--- config.mk ---
export PLATFORM = sky130hd
export DESIGN_NAME = grx_ctrl
export DESIGN_NICKNAME = d
export VERILOG_FILES = /design/src/design/grx_pkg.sv /design/src/design/grx_ctrl.sv /design/src/design/grx_div.sv /design/src/design/grx_fifo.sv
export VERILOG_INCLUDE_DIRS = /design/src /design/src/design
export SDC_FILE = /design/constraint.sdc
export NUM_CORES = 1
export LEC_CHECK = 0
export CAP_MARGIN = 20
export CORE_MARGIN = 2
export CORE_UTILIZATION = 45
export DETAILED_ROUTE_END_ITERATION = 8
export DONT_BUFFER_PORTS = 1
export GPL_TIMING_DRIVEN = 1
export PLACE_DENSITY = 0.71
export SLEW_MARGIN = 0
export SYNTH_ARGS = -nofsm -noshare
export SYNTH_HDL_FRONTEND = slang
export SYNTH_SLANG_ARGS = --single-unit
--- constraint.sdc ---
create_clock -name core_clk -period 7.6 [get_ports core_clk]
set_input_delay 0 -clock core_clk [delete_from_list [all_inputs] [get_ports core_clk]]
set_output_delay 0 -clock core_clk [all_outputs]
set_load 0.02 [all_outputs]
--- src/design/grx_defs.svh ---
/*
 * Constants for the GPS receiver serial control block: word layout,
 * addresses, field positions, reset values and clock ratios.
 * Assumes inclusion by bare name from design files.
 */
// Operation
// - Samples are 2-bit or 3-bit by format bit
// - Sample clock is reference, or LO divided 96
// - Selected sample clock driven on output pin
// - Three sample pins, meaning set by format
// - LO ratios fixed at 8064 and 168
// - Oscillator at twice LO, halved in quadrature
// - Filter cutoff in 16 programmed steps
// - Four-bit offset trim at converter input
// - Gain set by controller over serial port
// - Status reports out-of-lock high and low
// - Bits accepted only while select held low
// - Serial output works only with test select 01
// - Reads never disturb sample output
// - Sixteen data bits then four address bits
// - Pin mapping per format mode
`ifndef GRX_DEFS_SVH
`define GRX_DEFS_SVH

// ****************************************
// Word layout and addresses
// ****************************************
`define GRX_WORD_BITS 20
`define GRX_DATA_BITS 16
`define GRX_ADDR_CONFIG_WORD_A 4'h4
`define GRX_ADDR_CFG1 4'h5
`define GRX_ADDR_CFG2 4'h6
`define GRX_ADDR_STAT 4'h7

// ****************************************
// Field positions
// ****************************************
`define GRX_SYN_CLKSEL 9
`define GRX_SYN_STBY 8
`define GRX_SYN_LPF_HI 13
`define GRX_SYN_LPF_LO 10
`define GRX_SYN_AUTOTUNE 14
`define GRX_CF1_MODE 15
`define GRX_CF1_OFS_HI 14
`define GRX_CF1_OFS_LO 11
`define GRX_CF1_CP2X 10
`define GRX_CF1_TBUS_HI 9
`define GRX_CF1_TBUS_LO 8
`define GRX_CF1_VCO_HI 7
`define GRX_CF1_VCO_LO 5
`define GRX_CF1_GAIN_HI 4
`define GRX_CF1_GAIN_LO 0
`define GRX_TBUS_SDO_EN 2'h1

// ****************************************
// Reset values
// ****************************************
`define GRX_CONFIG_WORD_A_RST 16'hd260
`define GRX_CFG1_RST 16'h8020
`define GRX_CFG2_RST 16'h0000

// ****************************************
// Clock ratios
// ****************************************
`define GRX_LO_DIV 96
`define GRX_RF_RATIO 8064
`define GRX_IF_RATIO 168

`endif

--- src/design/grx_pkg.sv ---
/*
 * Types for the GPS receiver serial control block.
 * Assumes grx_defs.svh is available to design files.
 */
package grx_pkg;
  typedef enum logic [2:0] {
    GRX_IDLE = 3'b001,
    GRX_SHIFT = 3'b010,
    GRX_DONE = 3'b100
  } grx_ser_e;
  typedef logic [15:0] grx_word_t;
endpackage

--- src/design/grx_ctrl.sv ---
/*
 * Serial control port, configuration words, sample clock selection and
 * sample pin formatting for a GPS receiver.
 * Assumes serial pins already synchronous to core_clk; the analog path
 * provides raw sign and magnitude bits and lock flags.
 */
`timescale 1ns/1ps
`include "grx_defs.svh"
`default_nettype none
module grx_ctrl #(
  parameter int LO_DIV = `GRX_LO_DIV,
  parameter int FIFO_DEPTH = 16
) (
  input wire logic core_clk,
  input wire logic nrst,
  input wire logic ser_clk,
  input wire logic ser_cs_n,
  input wire logic ser_din,
  output logic ser_dout,
  output logic ser_dout_oe_n,
  input wire logic ref_clk_tick,
  input wire logic adc_sign,
  input wire logic [1:0] adc_mag,
  input wire logic lock_hi,
  input wire logic lock_lo,
  input wire logic [3:0] lpf_autotune,
  input wire logic lpf_cal_end,
  input wire logic parity_in,
  input wire logic sample_ready,
  output logic sample_valid,
  output logic sample_clock_out,
  output logic sample_bit_hi,
  output logic sample_bit_mid,
  output logic sample_bit_lo,
  output logic [7:0] ref_div,
  output logic [13:0] rf_lo_ratio,
  output logic [7:0] if_lo_ratio,
  output logic vco_x2,
  output logic [3:0] lpf_step,
  output logic lpf_autotune_go,
  output logic standby,
  output logic [3:0] adc_offset,
  output logic cp_double,
  output logic [2:0] vco_coarse,
  output logic [4:0] vga_gain,
  output logic [15:0] config_word_a,
  output logic [15:0] adc_pll_config_word,
  output logic [15:0] config_word_c
);
  // ****************************************
  // Serial port
  // ****************************************
  logic sclk_d_r;
  logic [4:0] bitcnt_r;
  logic [19:0] shift_r;
  logic [15:0] rd_r;
  grx_pkg::grx_ser_e st_r;
  logic sclk_rise;
  logic sclk_fall;
  logic [15:0] status_w;

  assign sclk_rise = ser_clk && !sclk_d_r;
  assign sclk_fall = !ser_clk && sclk_d_r;
  assign status_w = {6'h00, lock_hi, lock_lo, config_word_a[`GRX_SYN_CLKSEL], parity_in, 1'b0,
                     lpf_cal_end, lpf_autotune};

  always_ff @(posedge core_clk or negedge nrst) begin
    if (!nrst) begin
      sclk_d_r <= 1'b0;
    end else begin
      sclk_d_r <= ser_clk;
    end
  end

  // Chip-select high ends the word in progress; it commits only if exactly 20 bits came in
  always_ff @(posedge core_clk or negedge nrst) begin
    if (!nrst) begin
      st_r <= grx_pkg::GRX_IDLE;
      bitcnt_r <= 5'h00;
      shift_r <= 20'h0_0000;
    end else begin
      case (st_r)
        grx_pkg::GRX_IDLE: begin
          bitcnt_r <= 5'h00;
          if (!ser_cs_n) begin
            st_r <= grx_pkg::GRX_SHIFT;
          end
        end
        grx_pkg::GRX_SHIFT: begin
          if (ser_cs_n) begin
            st_r <= grx_pkg::GRX_DONE;
          end else if (sclk_rise) begin
            shift_r <= {shift_r[18:0], ser_din};
            if (bitcnt_r != 5'(`GRX_WORD_BITS + 1)) begin
              bitcnt_r <= bitcnt_r + 5'h01;
            end
          end
        end
        grx_pkg::GRX_DONE: begin
          st_r <= grx_pkg::GRX_IDLE;
        end
        default: begin
          st_r <= grx_pkg::GRX_IDLE;
        end
      endcase
    end
  end

  // ****************************************
  // Configuration words
  // ****************************************
  // Excess bits beyond twenty count as a short word too, keeping the frame honest
  logic commit;
  logic [3:0] waddr;
  assign commit = (st_r == grx_pkg::GRX_DONE) && (bitcnt_r == 5'(`GRX_WORD_BITS));
  assign waddr = shift_r[3:0];

  always_ff @(posedge core_clk or negedge nrst) begin
    if (!nrst) begin
      config_word_a <= `GRX_CONFIG_WORD_A_RST;
      adc_pll_config_word <= `GRX_CFG1_RST;
      config_word_c <= `GRX_CFG2_RST;
    end else if (commit) begin
      case (waddr)
        `GRX_ADDR_CONFIG_WORD_A: config_word_a <= shift_r[19:4];
        `GRX_ADDR_CFG1: adc_pll_config_word <= shift_r[19:4];
        `GRX_ADDR_CFG2: config_word_c <= shift_r[19:4];
        default: begin
        end
      endcase
    end
  end

  // ****************************************
  // Readback
  // ****************************************
  // Read word latched on the 4th bit, when address is known
  logic sdo_en;
  assign sdo_en = (adc_pll_config_word[`GRX_CF1_TBUS_HI:`GRX_CF1_TBUS_LO] == `GRX_TBUS_SDO_EN);

  always_ff @(posedge core_clk or negedge nrst) begin
    if (!nrst) begin
      rd_r <= 16'h0000;
      ser_dout <= 1'b0;
      ser_dout_oe_n <= 1'b1;
    end else begin
      ser_dout_oe_n <= !(sdo_en && !ser_cs_n);
      if (st_r == grx_pkg::GRX_SHIFT && sclk_rise && bitcnt_r == 5'h03) begin
        if ({shift_r[2:0], ser_din} == `GRX_ADDR_STAT) begin
          rd_r <= status_w;
        end else begin
          rd_r <= 16'h0000;
        end
      end else if (st_r == grx_pkg::GRX_SHIFT && sclk_fall && bitcnt_r > 5'h04) begin
        ser_dout <= rd_r[15];
        rd_r <= {rd_r[14:0], 1'b0};
      end
    end
  end

  // ****************************************
  // Field decode
  // ****************************************
  assign ref_div = config_word_a[7:0];
  assign rf_lo_ratio = 14'(`GRX_RF_RATIO);
  assign if_lo_ratio = 8'(`GRX_IF_RATIO);
  assign lpf_step = config_word_a[`GRX_SYN_LPF_HI:`GRX_SYN_LPF_LO];
  assign lpf_autotune_go = config_word_a[`GRX_SYN_AUTOTUNE];
  assign standby = config_word_a[`GRX_SYN_STBY] && config_word_a[`GRX_SYN_CLKSEL];
  assign adc_offset = adc_pll_config_word[`GRX_CF1_OFS_HI:`GRX_CF1_OFS_LO];
  assign cp_double = adc_pll_config_word[`GRX_CF1_CP2X];
  assign vco_coarse = adc_pll_config_word[`GRX_CF1_VCO_HI:`GRX_CF1_VCO_LO];
  assign vga_gain = adc_pll_config_word[`GRX_CF1_GAIN_HI:`GRX_CF1_GAIN_LO];

  // ****************************************
  // Sample clock
  // ****************************************
  logic vco_tick;
  logic lo_q_r;
  logic lo_tick_r;
  logic lo96_tick;
  logic sclk_sel_tick;
  logic sclk_out_r;

  // Oscillator model tick stands for the twice-LO rate
  assign vco_tick = 1'b1;

  always_ff @(posedge core_clk or negedge nrst) begin
    if (!nrst) begin
      lo_q_r <= 1'b0;
      lo_tick_r <= 1'b0;
    end else begin
      lo_q_r <= vco_tick ? !lo_q_r : lo_q_r;
      lo_tick_r <= vco_tick && lo_q_r;
    end
  end
  assign vco_x2 = lo_q_r;

  grx_div #(.N(LO_DIV)) u_div (
    .core_clk(core_clk),
    .nrst(nrst),
    .tick(lo96_tick)
  );

  // Divider runs on the core clock, so the 96 count is in twice-LO oscillator-model ticks
  assign sclk_sel_tick = config_word_a[`GRX_SYN_CLKSEL] ? ref_clk_tick : lo96_tick;

  always_ff @(posedge core_clk or negedge nrst) begin
    if (!nrst) begin
      sclk_out_r <= 1'b0;
    end else if (sclk_sel_tick) begin
      sclk_out_r <= !sclk_out_r;
    end
  end
  assign sample_clock_out = sclk_out_r;

  // ****************************************
  // Sample path
  // ****************************************
  logic [2:0] fmt_w;
  logic [2:0] q_data;
  logic f_ready;
  logic samp_stb;
  logic [2:0] pins_r;

  // Mode 1 is 2-bit, bottom pin don't care driven low
  assign fmt_w = adc_pll_config_word[`GRX_CF1_MODE] ? {adc_sign, adc_mag[0], 1'b0} :
                 {adc_mag[1], adc_mag[0], adc_sign};
  assign samp_stb = sclk_sel_tick && !sclk_out_r;

  grx_fifo #(.W(3), .D(FIFO_DEPTH), .AW(4)) u_fifo (
    .core_clk(core_clk),
    .nrst(nrst),
    .in_valid(samp_stb),
    .in_ready(f_ready),
    .in_data(fmt_w),
    .out_valid(sample_valid),
    .out_ready(sample_ready),
    .out_data(q_data)
  );

  // Serial reads never touch this path; only writes of the format bit and clock select reach it
  always_ff @(posedge core_clk or negedge nrst) begin
    if (!nrst) begin
      pins_r <= 3'h0;
    end else if (sample_valid && sample_ready) begin
      pins_r <= q_data;
    end
  end
  assign sample_bit_hi = pins_r[2];
  assign sample_bit_mid = pins_r[1];
  assign sample_bit_lo = pins_r[0];
endmodule
`default_nettype wire

--- src/design/grx_div.sv ---
/*
 * Divide-by-N pulse generator, one tick every N clocks.
 * Assumes a free-running clock.
 */
`timescale 1ns/1ps
`default_nettype none
module grx_div #(
  parameter int N = 96
) (
  input wire logic core_clk,
  input wire logic nrst,
  output logic tick
);
  logic [15:0] cnt_r;

  always_ff @(posedge core_clk or negedge nrst) begin
    if (!nrst) begin
      cnt_r <= 16'h0000;
      tick <= 1'b0;
    end else if (cnt_r == 16'(N - 1)) begin
      cnt_r <= 16'h0000;
      tick <= 1'b1;
    end else begin
      cnt_r <= cnt_r + 16'h0001;
      tick <= 1'b0;
    end
  end
endmodule
`default_nettype wire

--- src/design/grx_fifo.sv ---
/*
 * Synchronous FIFO for sample words, valid and ready on both sides.
 * Assumes one clock; read data is taken combinationally from the storage array at the read pointer.
 */
`timescale 1ns/1ps
`default_nettype none
module grx_fifo #(
  parameter int W = 3,
  parameter int D = 16,
  parameter int AW = 4
) (
  input wire logic core_clk,
  input wire logic nrst,
  input wire logic in_valid,
  output logic in_ready,
  input wire logic [W-1:0] in_data,
  output logic out_valid,
  input wire logic out_ready,
  output logic [W-1:0] out_data
);
  logic [W-1:0] mem_r [D];
  logic [AW-1:0] wp_r;
  logic [AW-1:0] rp_r;
  logic [AW:0] cnt_r;
  logic do_wr;
  logic do_rd;

  assign in_ready = (cnt_r != (AW+1)'(D));
  assign out_valid = (cnt_r != '0);
  assign do_wr = in_valid && in_ready;
  assign do_rd = out_valid && out_ready;
  assign out_data = mem_r[rp_r];

  always_ff @(posedge core_clk) begin
    if (do_wr) begin
      mem_r[wp_r] <= in_data;
    end
  end

  always_ff @(posedge core_clk or negedge nrst) begin
    if (!nrst) begin
      wp_r <= '0;
      rp_r <= '0;
      cnt_r <= '0;
    end else begin
      if (do_wr) begin
        wp_r <= wp_r + AW'(1);
      end
      if (do_rd) begin
        rp_r <= rp_r + AW'(1);
      end
      cnt_r <= cnt_r + (AW+1)'(do_wr) - (AW+1)'(do_rd);
    end
  end
endmodule
`default_nettype wire

# Word level (Yosys, flattened, before mapping)
# Memory sizes are Yosys's and may differ from the RTL's. A register that Yosys moved wholly into a read port is not among the register bits.
# Cells that the tools add are included.
[word_totals]
regBits = 127
mem_bits_rw = 48
in_bits = 18
output_inout_bits = 105
mem_count = 1
[memory_table]
columns = ["memory", "words", "width", "rd", "rd_clocked_by_memory_dff", "wr", "line", "text"]
rows = [
  ["u_fifo.mem_r", 16, 3, 1, 1, 1, "grx_fifo.sv:21", "logic [W-1:0] mem_r [D];"],
]
[op_classes]
addsub = 6
magnitude_cmp = 1
n_eq_ne = 18
n_mux = 16
bitwise = 2
reduce_logical = 29
[ops]
columns = ["operator", "count"]
rows = [
  ["two-way mux 16 bit", 3],
  ["adder 16 x 1 -> 16 bit, second input constant", 1],
  ["== test 16 x 7 -> 1 bit, second input constant", 1],
  ["== test 4 x 3 -> 1 bit, second input constant", 4],
  ["two-way mux 5 bit", 3],
  ["logical AND 1 bit", 12],
  ["two-way mux 10 bit", 1],
  ["inequality test 2 bit, second input constant", 5],
  ["inequality test 5 bit, second input constant", 2],
  ["case mux 5 bit (2 select lines)", 1],
  ["AND reduction 2 bit", 5],
  ["two-way mux 3 bit", 3],
  ["adder 4 x 1 -> 4 bit, second input constant", 2],
  ["logical NOT 1 bit", 7],
  ["case mux 3 bit (2 select lines)", 1],
  ["adder 5 x 1 -> 5 bit", 1],
  ["adder 5 x 1 -> 5 bit, second input constant", 1],
  ["== test 5 x 2 -> 1 bit, second input constant", 1],
  ["== test 5 bit, second input constant", 1],
  ["> comparator 5 x 3 -> 1 bit, second input constant", 1],
  ["nonzero test 5 bit", 1],
  ["subtractor 5 x 1 -> 5 bit", 1],
  ["two-way mux 1 bit", 4],
  ["AND reduction 4 bit", 1],
  ["other kinds (7)", 9],
]

# Logic depth before layout (Yosys ltp)
[depth]
depth_word = 6
depth_mapped = 14

# Cells and area by module
# Synthesis repeated with hierarchy kept, for this count alone.
[hier_totals]
cells_unflattened = 574
hier_area_um2 = 7942.6
[modules_own_cells]
columns = ["module", "n_inst", "cells_per_inst", "area_each_um2"]
rows = [
  ["grx_ctrl", 1, 328, 4466.8],
  ["grx_fifo", 1, 176, 2701.3],
  ["grx_div", 1, 70, 774.5],
]

# Worst setup path before layout
# OpenSTA, ideal clock, no wires.
[synth_path]
path_type = "reg-to-reg"
start = "register u_fifo.cnt_r[3]"
end = "register u_fifo.cnt_r[4]"
t_arrival_ns = 2.972
required_ns = 7.520
setup_slack_ns = 4.548
stages_incl_launch_ff = 15
n_path_buf = 1
cell_sequence = "dfrtp_1 > inv_1 > ha_1 > or4b_2 > and2_1 > clkbuf_1 > ha_1 > inv_1 > ha_1 > inv_1 > fa_1 > inv_1 > a21oi_1 > o21bai_1 > xnor2_1"
[synth_between]
word_cells_on_any_way = 6
classes_between = "2 x add/sub; 1 x eq/ne; 3 x reduce/logical"
[synth_lines]
columns = ["item", "line", "text"]
rows = [
  ["start: declaration", "grx_fifo.sv:24", "logic [AW:0] cnt_r;"],
  ["start signal: assignment", "grx_fifo.sv:52", "cnt_r <= cnt_r + (AW+1)'(do_wr) - (AW+1)'(do_rd);"],
  ["nonzero test 5 bit", "grx_fifo.sv:29", "assign out_valid = (cnt_r != '0);"],
  ["net sample_valid", "grx_ctrl.sv:30", "output logic sample_valid,"],
  ["logical AND 1 bit", "grx_fifo.sv:31", "assign do_rd = out_valid && out_ready;"],
  ["net u_fifo.do_rd", "grx_fifo.sv:26", "logic do_rd;"],
  ["subtractor 5 x 1 -> 5 bit", "grx_fifo.sv:52", ""],
]
# The timed path passes the listed nets, and every way through them passes these cells.
# A chain may end at the register's enable or synchronous reset.

# Final worst setup path
[layout_path]
start = "register u_fifo.cnt_r[3]"
end = "register u_fifo.cnt_r[4]"
[layout_between]
word_cells_on_any_way = 6
classes_between = "2 x add/sub; 1 x eq/ne; 3 x reduce/logical"
[layout_lines]
columns = ["item", "line"]
rows = [
  ["nonzero test 5 bit", "grx_fifo.sv:29"],
  ["net sample_valid", "grx_ctrl.sv:30"],
  ["logical AND 1 bit", "grx_fifo.sv:31"],
  ["subtractor 5 x 1 -> 5 bit", "grx_fifo.sv:52"],
]
# The timed path passes the listed nets, and every way through them passes these cells.

==> results.md <==
* Die Wd at between 100 and 150 µm
* Post-CTS sizing at 0
* Hold Path Class: input pin to flip-flop
* P_sw at ~0.00057 W
* Maxcap violations at 0
* Maximum clock rate at 304 MHz
* Die Span Y at roughly 140 µm
* Vias in the first global route at around 4200
* Crit path buf inv count at 4
* Share of cells above drive strength 1 at a little over a quarter
* Clock tree root driver cell: clkbuf_16
* Count of pins over their slew limit at 0
* Clk pin slew, worst setup/hold paths at around 0.060 ns
* Vias at roughly 3900
* Initial antenna violation count at 0
* GP Congestion at between 0.7 and 0.8
* Pleak at between 3 and 4 nW
* CTS tree: done
* Total gr overflow at 0
* Drt first-iter violations at between 150 and 200
* Global Route Usage Sum at 16.0%
* Top area cells in the synthesized netlist: dfrtp_1 39%, edfxtp_1 19%, mux2_2 11%
* Post-DP HPWL at approximately 9 mm
* P&R area growth vs syn at 9.09%
* Remaining DRCs at 0
* Syn Inst Count at approximately 530
* Io pins at 123
* Delay-heaviest family, CP: adder cells
* Part of the power in combinational logic at about 13%
* RSZ-0062 raised after global routing: false
* Skew final at 0.00985 ns
* Die area at roughly 0.018 mm²
* Yosys warnings at 0
* Critical path class: flip-flop to flip-flop
* Total CTS buffers at 17
* CP Data Required Time at a little under 8 ns
* Worst Path Arrival at about 3.6 ns
* Worst-Skew Late Latency at approximately 0.43 ns
* Busiest layer in global routing: met2
* Worst path cell trace: inv_1 > ha_1 > or4b_2 > and2_1 > ha_1 > inv_1 > ha_1 > inv_1 > fa_1 > inv_1 > a21oi_1 > o21bai_1 > xnor2_1
* Final hold violations at 0
* Post-synth top area cell: dfrtp_1
* Post-synth top area share at 38.8%
* First-pass DRT Iterations at 4
* Synthesized area per cell at 14.5 µm²
* Total power at ~0.0023 W
* Slowest library cell on the worst path: or4b_2
* Final period utilization at 43.3%
* Clk buf depth at 2
* Final Worst Setup Slack at between 4 and 5 ns
* Core region area at around 0.017 mm²
* # port buffers at 0
* Synth cell types at between 50 and 60
* WL/cell at 17.8 µm
* Sequential fraction of the synthesis area at 60.8%
* Ys async rst share at between 70% and 80%
* Total wire length at between 10 and 15 mm
* Nets at 567
* Nature of the critical path endpoint: flip-flop
* Met3 Track Usage GR at roughly 5.9%
* Met1 usage at about a fifth
* CP max stage delay at approximately 0.73 ns
* Antenna diodes at 0
* Seq pwr share at 49.8%
* Clock group share of total power at between 30% and 40%
* Crit-path max FO at 8
* Min cycle time layout at approximately 3.3 ns
* Largest net degree at the start of global routing at around 130
* H-tree levels at 4
* GR Util met2 at a little over a quarter
* Via/cell ratio at between 5 and 6
* Pwr per Cell Area at 267 mW/mm²
* # setup viols final at 0
* Rows at 47
* Initial Util at a little under half
* EDFF count, synth at 48
* Pint at about 0.0017 W
* Clock Sinks at approximately 180
* VDD IR max at about 0.16 mV
* Setup TNS at 0 ns
* Setup bufs post-CTS at 0
* First-pass GRT wire length at about 22 mm
* Antenna Violating Nets Remaining at 0
* Slew headroom at approximately two fifths
* Worst slew pin tran at 0.890 ns
* Crit-path most repeated cell: inv_1
* Mapped Area at 0.00775 mm²
* Switching share of power at 25.4%
* Setup WS pre-CTS at about 4.4 ns
* Main flop type after synthesis: dfrtp_1
* Status: finished, final reports clean
* Synth Register Bits at 178
* Cts hold-fix bufs at 15
* Critical Path Start Type: flip-flop
[sequential cells by signal, indices dropped and copies added, names as in the netlist, 3 cells and up]
name                 cells
st_r                     3
pins_r                   3
adc_pll_config_word     16
u_fifo.wp_r              4
u_fifo.cnt_r             5
bitcnt_r                 5
u_fifo.rp_r              4
u_div.cnt_r             16
config_word_a           16
shift_r                 20
rd_r                    16
config_word_c           16
u_fifo.mem_r            48
[Yosys cell counts, types with 11 or more instances]
cell / n
buf_4: 48
and2_1: 15
o21ai_0: 12
nor2_1: 17
inv_1: 28
xnor2_1: 16
dfrtp_1: 120
edfxtp_1: 48
ha_1: 15
xor2_1: 11
mux2_2: 73
mux4_2: 14
[through the flow]
step	util [%]	instance area, µm²	hold WS [ns]	cells
finish	50.6	8450	0.0277	766
detailed placement	46.0	7670	-0.293	716
CTS	50.4	8420	0.00496	763
global route	50.6	8450	0.0482	766
floorplan	-	7820	-0.296	554
global placement	46.0	7670	-0.293	716
[layout make-up]
type	instances	area, µm²
multi-input cells	288	2570
well taps	220	275
fillers	1449	8250
clock buffers	25	528
repair buffers	20	214
inverters	28	105
flip-flops and latches	178	4710
clock inverters	7	48.8
[worst register-to-register path: cells and delay by family, from the launching register on]
family	cells	cell delay, ns
buf+inv	4	0.31
xor+xnor	1	0.14
fa+ha+maj	4	1.11
simple gates	2	1.06
compound gates	2	0.21
flops	1	0.39
[power by group through the flow]
stage | registers, W | clock network (W) | logic, W
2_1_floorplan | 0.00109 | 0 | 0.000285
3_3_place_gp | 0.00114 | 0 | 0.000262
3_5_place_dp | 0.00115 | 0 | 0.000280
4_1_cts | 0.00113 | 0.000852 | 0.000308
5_1_grt | 0.00114 | 0.000891 | 0.000335
6_report | 0.00112 | 0.000831 | 0.000303
[logic make-up (layout without fill, tap and decap cells)]
kind of cell | count (synthesis) | in the layout | synth area share (%)
buf+inv | 88 | 80 | 6.99
xor+xnor | 27 | 27 | 3.05
simple gates | 94 | 94 | 7.58
compound gates | 39 | 39 | 3.49
other cells | 2 | 22 | 0.0970
mux | 90 | 90 | 15.3
flops | 178 | 178 | 60.8
fa+ha+maj | 16 | 16 | 2.68
[routing by layer]
metal  share of wire, %  wire (µm)
met2                 50       6760
met4                1.1        156
met5                  0          0
met3                5.5        742
met1                 44       5940
[path summary, 6_finish.rpt]
kind / from / to / slack, ns / cells past startpoint
max: u_fifo.cnt_r[3]$_DFF_PN0_ / u_fifo.cnt_r[4]$_DFF_PN0_ / 4.31 / 13
min: ser_clk / bitcnt_r[4]$_DFFE_PN0P_ / 0.03 / 4
max reg2reg: u_fifo.cnt_r[3]$_DFF_PN0_ / u_fifo.cnt_r[4]$_DFF_PN0_ / 4.31 / 13
min reg2reg: u_div.cnt_r[15]$_DFF_PN0_ / u_div.cnt_r[15]$_DFF_PN0_ / 0.48 / 1
max in group asynchronous: nrst / pins_r[2]$_DFFE_PN0P_ / 6.89 / 2
min in group asynchronous: nrst / vco_x2$_DFF_PN0_ / 0.15 / 2
[layout by cell type (no fill, tap or decap), types with 9 or more instances in the layout]
master,n
mux2_2,73
conb_1,22
inv_1,28
ha_1,15
nand3_1,10
xnor2_1,16
o21ai_0,12
edfxtp_1,48
dfstp_2,10
dfrtp_1,120
nor2_1,17
clkbuf_16,19
nand2_1,9
xor2_1,11
dlygate4sd3_1,15
mux4_2,14
and2_1,15
(Power assumes the default switching activity.)
